--- src/startup_seq_pkg.sv ---
// Constants and types shared by the startup and reset sequencer
// ----------------------------------------------------------------------------
// Summary of operation
// - Global reset held while external reset or power-on hold is active.
// - Startup follows external reset release or power-on hold expiry.
// - Power-on hold lasts typically 3 ms after core supply good.
// - Clock request variant raises its request about 120 us after reset.
// - Chip stays in sleep at least 4.2 ms after leaving reset.
// - Without external oscillator, crystal pins drive the oscillator.
// - No toggling on slow clock input selects internal slow oscillator.
// ----------------------------------------------------------------------------
package startup_seq_pkg;

  // --------------------------------------------------------------------------
  // Timing
  // --------------------------------------------------------------------------
  localparam int unsigned CLK_PERIOD_PS  = 5000;
  localparam int unsigned POR_HOLD_US    = 3000;
  localparam int unsigned POR_MIN_US     = 1500;
  localparam int unsigned CLKREQ_DLY_US  = 120;
  localparam int unsigned SLEEP_MIN_US   = 4200;
  localparam int unsigned SLOW_WDOG_US   = 100;
  localparam int unsigned PS_PER_US      = 1000000;

  // Least times use the same truncated cycles per us as typical ones, nothing rounds up
  localparam int unsigned POR_HOLD_CYC =
    (POR_HOLD_US * (PS_PER_US / CLK_PERIOD_PS));
  localparam int unsigned CLKREQ_DLY_CYC =
    (CLKREQ_DLY_US * (PS_PER_US / CLK_PERIOD_PS));
  localparam int unsigned SLEEP_MIN_CYC =
    (SLEEP_MIN_US * (PS_PER_US / CLK_PERIOD_PS));
  localparam int unsigned SLOW_WDOG_CYC =
    (SLOW_WDOG_US * (PS_PER_US / CLK_PERIOD_PS));

  localparam int unsigned CNT_W = 24;

  // --------------------------------------------------------------------------
  // Sequencer states
  // --------------------------------------------------------------------------
  typedef enum logic [1:0] {
    ST_RESET = 2'b00,
    ST_SLEEP = 2'b01,
    ST_RUN   = 2'b10
  } seq_state_t;

endpackage

--- src/startup_reset_sequencer.sv ---
// Startup and reset sequencer: reset merge, clock request, sleep, clock select
module startup_reset_sequencer
  import startup_seq_pkg::*;
#(
  parameter bit          HAS_CLK_REQ  = 1'b1,
  parameter int unsigned POR_CYC      = startup_seq_pkg::POR_HOLD_CYC,
  parameter int unsigned CLKREQ_CYC   = startup_seq_pkg::CLKREQ_DLY_CYC,
  parameter int unsigned SLEEP_CYC    = startup_seq_pkg::SLEEP_MIN_CYC,
  parameter int unsigned SLOW_WDG_CYC = startup_seq_pkg::SLOW_WDOG_CYC
) (
  // Clock and power-up reset
  input  wire logic clk,
  input  wire logic rst_n,
  // Supply and external reset pins
  input  wire logic core_supply_good,
  input  wire logic ext_reset_n,
  // Clock sources
  input  wire logic tcxo_present,
  input  wire logic slow_clock_input,
  // Outputs
  output logic      global_reset_n,
  output logic      clk_request,
  output logic      crystal_osc_en,
  output logic      slow_oscillator_internal,
  output logic      startup_go,
  output startup_seq_pkg::seq_state_t seq_state
);
  import startup_seq_pkg::*;

  // --------------------------------------------------------------------------
  // Pin synchronisers
  // --------------------------------------------------------------------------
  logic [3:0] sync1_q;
  logic [3:0] sync2_q;
  logic       supply_s;
  logic       ext_rst_n_s;
  logic       tcxo_s;
  logic       slow_s;

  always_ff @(posedge clk or negedge rst_n) begin
    if (!rst_n) begin
      sync1_q <= 4'h0;
      sync2_q <= 4'h0;
    end else begin
      sync1_q <= {slow_clock_input, tcxo_present, ext_reset_n,
                  core_supply_good};
      sync2_q <= sync1_q;
    end
  end

  assign supply_s    = sync2_q[0];
  assign ext_rst_n_s = sync2_q[1];
  assign tcxo_s      = sync2_q[2];
  assign slow_s      = sync2_q[3];

  // --------------------------------------------------------------------------
  // Power-on hold
  // --------------------------------------------------------------------------
  // Restarts whenever the supply drops below its threshold
  logic [CNT_W-1:0] por_cnt_q;
  logic             por_active_q;

  always_ff @(posedge clk or negedge rst_n) begin
    if (!rst_n) begin
      por_cnt_q    <= '0;
      por_active_q <= 1'b1;
    end else if (!supply_s) begin
      por_cnt_q    <= '0;
      por_active_q <= 1'b1;
    end else if (por_active_q) begin
      if (por_cnt_q == CNT_W'(POR_CYC - 1)) begin
        por_active_q <= 1'b0;
      end else begin
        por_cnt_q <= por_cnt_q + CNT_W'(1);
      end
    end
  end

  // --------------------------------------------------------------------------
  // Global reset merge
  // --------------------------------------------------------------------------
  // Whichever source releases last ends the reset
  logic hold_reset;
  assign hold_reset = por_active_q | ~ext_rst_n_s;

  // --------------------------------------------------------------------------
  // Sequencer
  // --------------------------------------------------------------------------
  seq_state_t       state_q;
  logic [CNT_W-1:0] seq_cnt_q;

  // Both triggers converge here: release of hold_reset starts the sleep
  always_ff @(posedge clk or negedge rst_n) begin
    if (!rst_n) begin
      state_q   <= ST_RESET;
      seq_cnt_q <= '0;
    end else if (hold_reset) begin
      state_q   <= ST_RESET;
      seq_cnt_q <= '0;
    end else begin
      unique case (state_q)
        ST_RESET: begin
          state_q   <= ST_SLEEP;
          seq_cnt_q <= '0;
        end
        ST_SLEEP: begin
          if (seq_cnt_q == CNT_W'(SLEEP_CYC - 1)) begin
            state_q <= ST_RUN;
          end else begin
            seq_cnt_q <= seq_cnt_q + CNT_W'(1);
          end
        end
        ST_RUN: begin
          state_q <= ST_RUN;
        end
        default: begin
          state_q <= ST_RESET;
        end
      endcase
    end
  end

  // --------------------------------------------------------------------------
  // Clock request
  // --------------------------------------------------------------------------
  // Timed from the sleep counter, so no extra counter is spent on it
  logic clk_req_q;

  always_ff @(posedge clk or negedge rst_n) begin
    if (!rst_n) begin
      clk_req_q <= 1'b0;
    end else if (hold_reset || !HAS_CLK_REQ) begin
      clk_req_q <= 1'b0;
    end else if (state_q == ST_SLEEP &&
                 seq_cnt_q == CNT_W'(CLKREQ_CYC - 1)) begin
      clk_req_q <= 1'b1;
    end
  end

  // --------------------------------------------------------------------------
  // Crystal oscillator enable
  // --------------------------------------------------------------------------
  // The synchroniser shows its reset value for two cycles after reset;
  // holding the enable until it has filled avoids a false crystal start
  logic [1:0] warm_q;
  logic       xtal_en_q;

  always_ff @(posedge clk or negedge rst_n) begin
    if (!rst_n) begin
      warm_q <= 2'h0;
    end else begin
      warm_q <= {warm_q[0], 1'b1};
    end
  end

  always_ff @(posedge clk or negedge rst_n) begin
    if (!rst_n) begin
      xtal_en_q <= 1'b0;
    end else if (warm_q[1]) begin
      xtal_en_q <= ~tcxo_s;
    end
  end

  // --------------------------------------------------------------------------
  // Slow clock presence detector
  // --------------------------------------------------------------------------
  // Sampled at the end of sleep, when the external clock must be stable;
  // a slow clock faster than half of clk cannot be seen reliably.
  logic              slow_prev_q;
  logic [CNT_W-1:0]  wdg_cnt_q;
  logic              slow_missing_q;
  logic              use_internal_q;

  always_ff @(posedge clk or negedge rst_n) begin
    if (!rst_n) begin
      slow_prev_q    <= 1'b0;
      wdg_cnt_q      <= '0;
      slow_missing_q <= 1'b1;
    end else begin
      slow_prev_q <= slow_s;
      if (slow_s != slow_prev_q) begin
        wdg_cnt_q      <= '0;
        slow_missing_q <= 1'b0;
      end else if (wdg_cnt_q == CNT_W'(SLOW_WDG_CYC - 1)) begin
        slow_missing_q <= 1'b1;
      end else begin
        wdg_cnt_q <= wdg_cnt_q + CNT_W'(1);
      end
    end
  end

  // Selection latched when sleep ends, held until the next reset
  always_ff @(posedge clk or negedge rst_n) begin
    if (!rst_n) begin
      use_internal_q <= 1'b1;
    end else if (hold_reset) begin
      use_internal_q <= 1'b1;
    end else if (state_q == ST_SLEEP &&
                 seq_cnt_q == CNT_W'(SLEEP_CYC - 1)) begin
      use_internal_q <= slow_missing_q;
    end
  end

  // --------------------------------------------------------------------------
  // Outputs
  // --------------------------------------------------------------------------
  logic glob_rst_n_q;

  always_ff @(posedge clk or negedge rst_n) begin
    if (!rst_n) begin
      glob_rst_n_q <= 1'b0;
    end else begin
      glob_rst_n_q <= ~hold_reset;
    end
  end

  assign global_reset_n           = glob_rst_n_q;
  assign clk_request              = clk_req_q;
  assign crystal_osc_en           = xtal_en_q;
  assign slow_oscillator_internal = use_internal_q;
  assign startup_go               = (state_q == ST_RUN);
  assign seq_state                = state_q;

endmodule

--- config.mk ---
export PLATFORM = sky130hd
export DESIGN_NAME = startup_reset_sequencer
export DESIGN_NICKNAME = d
export VERILOG_FILES = /design/src/startup_seq_pkg.sv /design/src/startup_reset_sequencer.sv
export SDC_FILE = /design/constraint.sdc
export NUM_CORES = 1
export LEC_CHECK = 0
export BUFFER_PORTS_ARGS = -buffer_cell sky130_fd_sc_hd__buf_2
export CORE_MARGIN = 2
export CORE_UTILIZATION = 47
export DETAILED_ROUTE_END_ITERATION = 8
export SKIP_CTS_REPAIR_TIMING = 1
export SLEW_MARGIN = 20
export SYNTH_ARGS = -nofsm -noshare
export SYNTH_HDL_FRONTEND = slang
export SYNTH_SLANG_ARGS = --single-unit
--- constraint.sdc ---
create_clock -name clk -period 3.5 [get_ports clk]
set_clock_uncertainty 0.05 [all_clocks]
set_input_delay 0.525 -clock clk [delete_from_list [all_inputs] [get_ports clk]]
set_output_delay 0.525 -clock clk [all_outputs]
set_load 0.005 [all_outputs]
# Yosys cells after proc, flatten, opt, wreduce, memory -nomap -nowiden
# Index checks and enable logic that the tools add are counted.
op_classes:
  addsub: 3
  n_mul: 0
  n_div: 0
  order_cmp: 0
  n_eq_ne: 12
  shift: 0
  mux: 20
  bitwise: 4
  reduce_logical: 9
ops:
  columns: ["op", "n"]
  rows:
  - ["two-way mux 24 bit", 7]
  - ["adder 24 x 1 -> 24 bit (second input constant)", 3]
  - ["equality test 24 x 15 -> 1 bit (second input constant)", 2]
  - ["equality test 24 x 20 -> 1 bit (second input constant)", 2]
  - ["case mux 24 bit (2 select lines)", 1]
  - ["two-way mux 1 bit", 9]
  - ["!= test 3 bit (second input constant)", 2]
  - ["case mux 2 bit (3 select lines)", 1]
  - ["nonzero test 2 bit", 3]
  - ["two-way mux 2 bit", 2]
  - ["!= test 2 bit (second input constant)", 2]
  - ["AND reduction 2 bit", 2]
  - ["NOT 1 bit", 3]
  - ["nonzero test 3 bit", 1]
  - ["equality test 2 x 1 -> 1 bit (second input constant)", 1]
  - ["equality test 2 bit (second input constant)", 1]
  - ["logical AND 1 bit", 2]
  - ["zero test 2 bit", 1]
  - ["!= test 2 x 1 -> 1 bit (second input constant)", 1]
  - ["!= test 1 bit", 1]
  - ["OR 1 bit", 1]
totals:
  regBits: 91
  latchBits: 0
  mem_bits_rw: 0
  mem_bits_ro: 0
  inputBits: 6
  out_inout_bits: 7
  wordCells: 62
  n_memories: 0

# Depth between registers and ports, before layout
depth:
  word_depth: 4
  ltp_mapped: 8
  ltp_nobuf: 7

# Worst setup path before layout
# No wires, ideal clock.
synth_timing:
  path_kind: "register -> register"
  startpoint: "register state_q[1], in the netlist seq_state[1]"
  endpoint: "register seq_cnt_q[4]"
  setup_time_ns: 0.082
  arrival_time_ns: 1.754
  required_time_ns: 3.368
  setup_slack_ns: 1.614
  stages_incl_launch_ff: 7
  n_path_buf: 1
  synth_period_minus_slack_ns: 1.886
  path_cell_list: "dfrtp_1 > inv_1 > ha_1 > clkbuf_1 > inv_1 > or4_1 > a31oi_1"
synth_via:
  elab_chain_len: 3
  word_cells_on_any_way: 7
  classes_between: "eq/ne: 2; mux: 2; reduce/logical: 3"
synth_rtl:
  columns: ["item", "line_no", "rtl"]
  rows:
  - ["from (decl)", "startup_reset_sequencer.sv:89", "seq_state_t state_q;"]
  - ["from (signal assigned)", "startup_reset_sequencer.sv:95", "state_q <= ST_RESET;"]
  - ["from (signal assigned)", "startup_reset_sequencer.sv:98", "state_q <= ST_RESET;"]
  - ["from (signal assigned)", "startup_reset_sequencer.sv:103", "state_q <= ST_SLEEP;"]
  - ["equality test 2 x 1 -> 1 bit / zero test 2 bit (equally long branches)", "startup_reset_sequencer.sv:101", "unique case (state_q)"]
  - ["case mux 24 bit (2 select lines), or another cell as far along", "startup_reset_sequencer.sv:101", null]
  - ["two-way mux 24 bit / AND reduction 2 bit (equally long branches)", null, null]
  - ["to (signal assigned)", "startup_reset_sequencer.sv:110", "seq_cnt_q <= seq_cnt_q + CNT_W'(1);"]
  - ["to (decl)", "startup_reset_sequencer.sv:90", "logic [CNT_W-1:0] seq_cnt_q;"]
# Parallel ways exist; a longest one is shown, timed or not.
# A chain may end at the register's enable or synchronous reset.

# Worst setup path in the final report
layout_timing:
  startpoint: "register state_q[1], in the netlist seq_state[1]"
  endpoint: "register seq_cnt_q[20]"
# Same word-level chain as after synthesis.

==> metrics.csv <==
metric,value,unit
WS Path Type,flip-flop to flip-flop,
Tightest Pin Transition,0.790,ns
initial core utilization,0.483,
setup_tns,0,ns
sequential area share after synthesis,0.486,
Critical Path End Type,flip-flop,
startpoint types,flip-flop,
placer congestion estimate,0.834,
Post-Synthesis Cells,483,
Yosys warnings,0,
first-pass GRT wire length,16.9,mm
largest family of logic cells by synthesized area,simple AND/OR/NAND/NOR gates,
DRT Wirelength,9.76,mm
io pins,13,
DRC Markers,0,
pre-CTS setup slack,1.22,ns
multiplexer share of the synthesized area,0.0109,
Synth Area in Adders,0.0187,
Post-synth EDFFs,0,
std cell rows,36,
Worst-Skew Late Latency,0.37,ns
Slew headroom,0.473,
via count,3601,
pwr dens,366,mW/mm2
grt ovf,0,
All-Layer GR Usage,0.191,
critical path arrival,2.51,ns
Longest Clk Path Bufs,2,
initial drt markers,182,
Peak VDD IR,0.000244,V
min setup slack post-route,1.21,ns
Routed Antenna Nets,0,
Final setup viols,0,
synthesized flop and latch total,91,
clk slew on worst S/H paths,0.09,ns
filler cell count,919,
CP max stage cell,a21oi_2,
Synth area leader,dfrtp_1,
Worst Path Required,3.72,ns
Synth Net Count,496,
share of post-route cells with drive strength above 1,0.107,
diode count,0,
I/O Buffers,12,
crit-path max cell delay,0.54,ns
initial antenna violation count,0,
HP Class,input port to async pin,
largest net degree at the start of global routing,54,
Mapped Avg Cell Area,9.72,um2
htree depth,3,
die area,0.0108,mm2
Area Overhead vs Synth,7.54,%
chip height,104,um
CP max FO,17,
die width,104,um
most numerous cell in the Yosys netlist,dfrtp_1,
xor and xnor fraction of the mapped netlist area,0.0597,
Pins Over Slew Limit,0,
cts bufs inserted,9,
Max Cap Viol,0,
CTS Sinks,91,
"Critical Path, Cell by Cell",inv_1 > ha_1 > nand2_4 > a21oi_2 > nand2_1 > o31ai_1,
simple-gate area share of the yosys netlist,0.272,
Most used DFF post-synth,dfrtp_1,
Via density,5.72,
Synth cell types,57,
Area after DPL,0.00486,mm2
1st-pass router iterations,7,
outcome,"complete, no violations",
"top cells by area, synth","dfrtp_1 47%, o21ai_0 4.3%, nand2_1 3.4%",
CTS tree,done,
most instantiated cells after synthesis,"88 x dfrtp_1, 43 x nand2_1, 40 x o21ai_0",
nets,504,
CTS root buffer,clkbuf_8,
ys async rst share,1.00,
period utilization,0.655,
compound-cell area share of the yosys netlist,0.121,
total core area,0.00973,mm2
RSZ-0062 raised after global routing,no,
total power,1.85,mW
per-cell routed wire length,15.5,um
vias in the first global route,3557,
Leak,2.12,nW
fin crit period,2.29,ns
Final Hold Fails,0,
DP HPWL,6.48,mm
post-route design area,0.00505,mm2
synthesized area,0.00470,mm2
post-synth top area share,0.469,
Fmax,436,MHz
kinds of logic (layout without fill, tap and decap cells):
logic type,after synthesis,in the layout
AND/OR/NAND/NOR,225,225
other,1,1
buffers and inverters,31,44
multiplexers,5,5
adder cells (fa/ha/maj),7,7
XOR/XNOR,32,32
AO/OA/AOI/OAI,91,91
flip-flops,91,91
final timing paths:
path,from,end,slack [ns],depth (start not counted)
setup / recovery,seq_state[1]$_DFFE_PN0P_,seq_cnt_q[20]$_DFFE_PN0P_,1.21,6
hold / removal,rst_n,por_cnt_q[5]$_DFFE_PN0P_,0.13,1
hold reg to reg,sync1_q[2]$_DFF_PN0_,sync2_q[2]$_DFF_PN0_,0.31,0
max in group asynchronous,rst_n,por_active_q$_DFF_PN1_,2.43,2
min in group clk,slow_clock_input,sync1_q[3]$_DFF_PN0_,0.20,1
setup reg to reg,seq_state[1]$_DFFE_PN0P_,seq_cnt_q[20]$_DFFE_PN0P_,1.21,6
worst max-delay path: cells and delay by family (launching register included):
family / cells / cell delay, ns
flops: 1 / 0.41
simple gates: 2 / 0.40
compound gates: 2 / 0.78
fa+ha+maj: 1 / 0.45
buf+inv: 1 / 0.11
area by class of cell:
cell class,count,area (um2),area share
Clock inverter,7,67.6,0.0134
Sequential cell,91,2280,0.452
Clock buffer,9,124,0.0245
Multi-Input combinational cell,361,2280,0.451
Tap cell,133,166,0.0330
Inverter,13,48.8,0.00966
Timing Repair Buffer,15,85.1,0.0168
cells in the final DEF, fill, tap and decap left out, types with 3 or more instances in the layout:
cell type and count:
and3_1 7, buf_4 4, o21ai_0 40, nand2b_1 4, inv_8 3, o211ai_1 4, clkbuf_8 9, o31ai_1 8
nor4b_1 3, dfrtp_1 88, xnor2_1 14, or4_1 4, nor4_1 9, nor3_1 16, nor3b_1 4, inv_1 13
ha_1 7, a41oi_1 3, nand4_1 14, a21oi_1 13, mux2i_1 4, nor2_1 35, a21boi_0 6, a31oi_1 11
and4_1 10, or3_1 12, dfstp_2 3, xor2_1 17, nand3_1 25, buf_2 11, and2_1 19, nand2_1 43
per-stage QoR:
| stage | util | instances | hold slack (ns) |
|---|---|---|---|
| global route | 0.519 | 629 | 0.179 |
| floorplan | - | 483 | 0.179 |
| CTS | 0.519 | 629 | 0.167 |
| global placement | 0.499 | 613 | 0.282 |
| detailed placement | 0.499 | 613 | 0.286 |
| finish | 0.519 | 629 | 0.131 |
metal layers:
layer  wire length (um)  vias to the layer above  GRT usage  part of all wire
li1                   -                     1755          -                 -
met1               4630                     1755      0.254              0.47
met2               4620                       77      0.318              0.47
met3                379                       14     0.0470             0.039
met4                133                        0     0.0415             0.014
met5                  0                        -          0                 0
state kept, by name, summed over array words and instances, names as in the netlist:
signal,count
warm_q,2
seq_cnt_q,24
crystal_osc_en,1
global_reset_n,1
sync2_q,4
slow_prev_q,1
por_cnt_q,24
slow_oscillator_internal,1
slow_missing_q,1
clk_request,1
seq_state,2
por_active_q,1
wdg_cnt_q,24
sync1_q,4
report_power, final:
part | internal (mW) | switching [mW]
Clock | 0.278 | 0.428
Sequential | 1.07 | 0.0156
Combinational | 0.0184 | 0.0415
Total | 1.36 | 0.485
(Power assumes the default switching activity.)
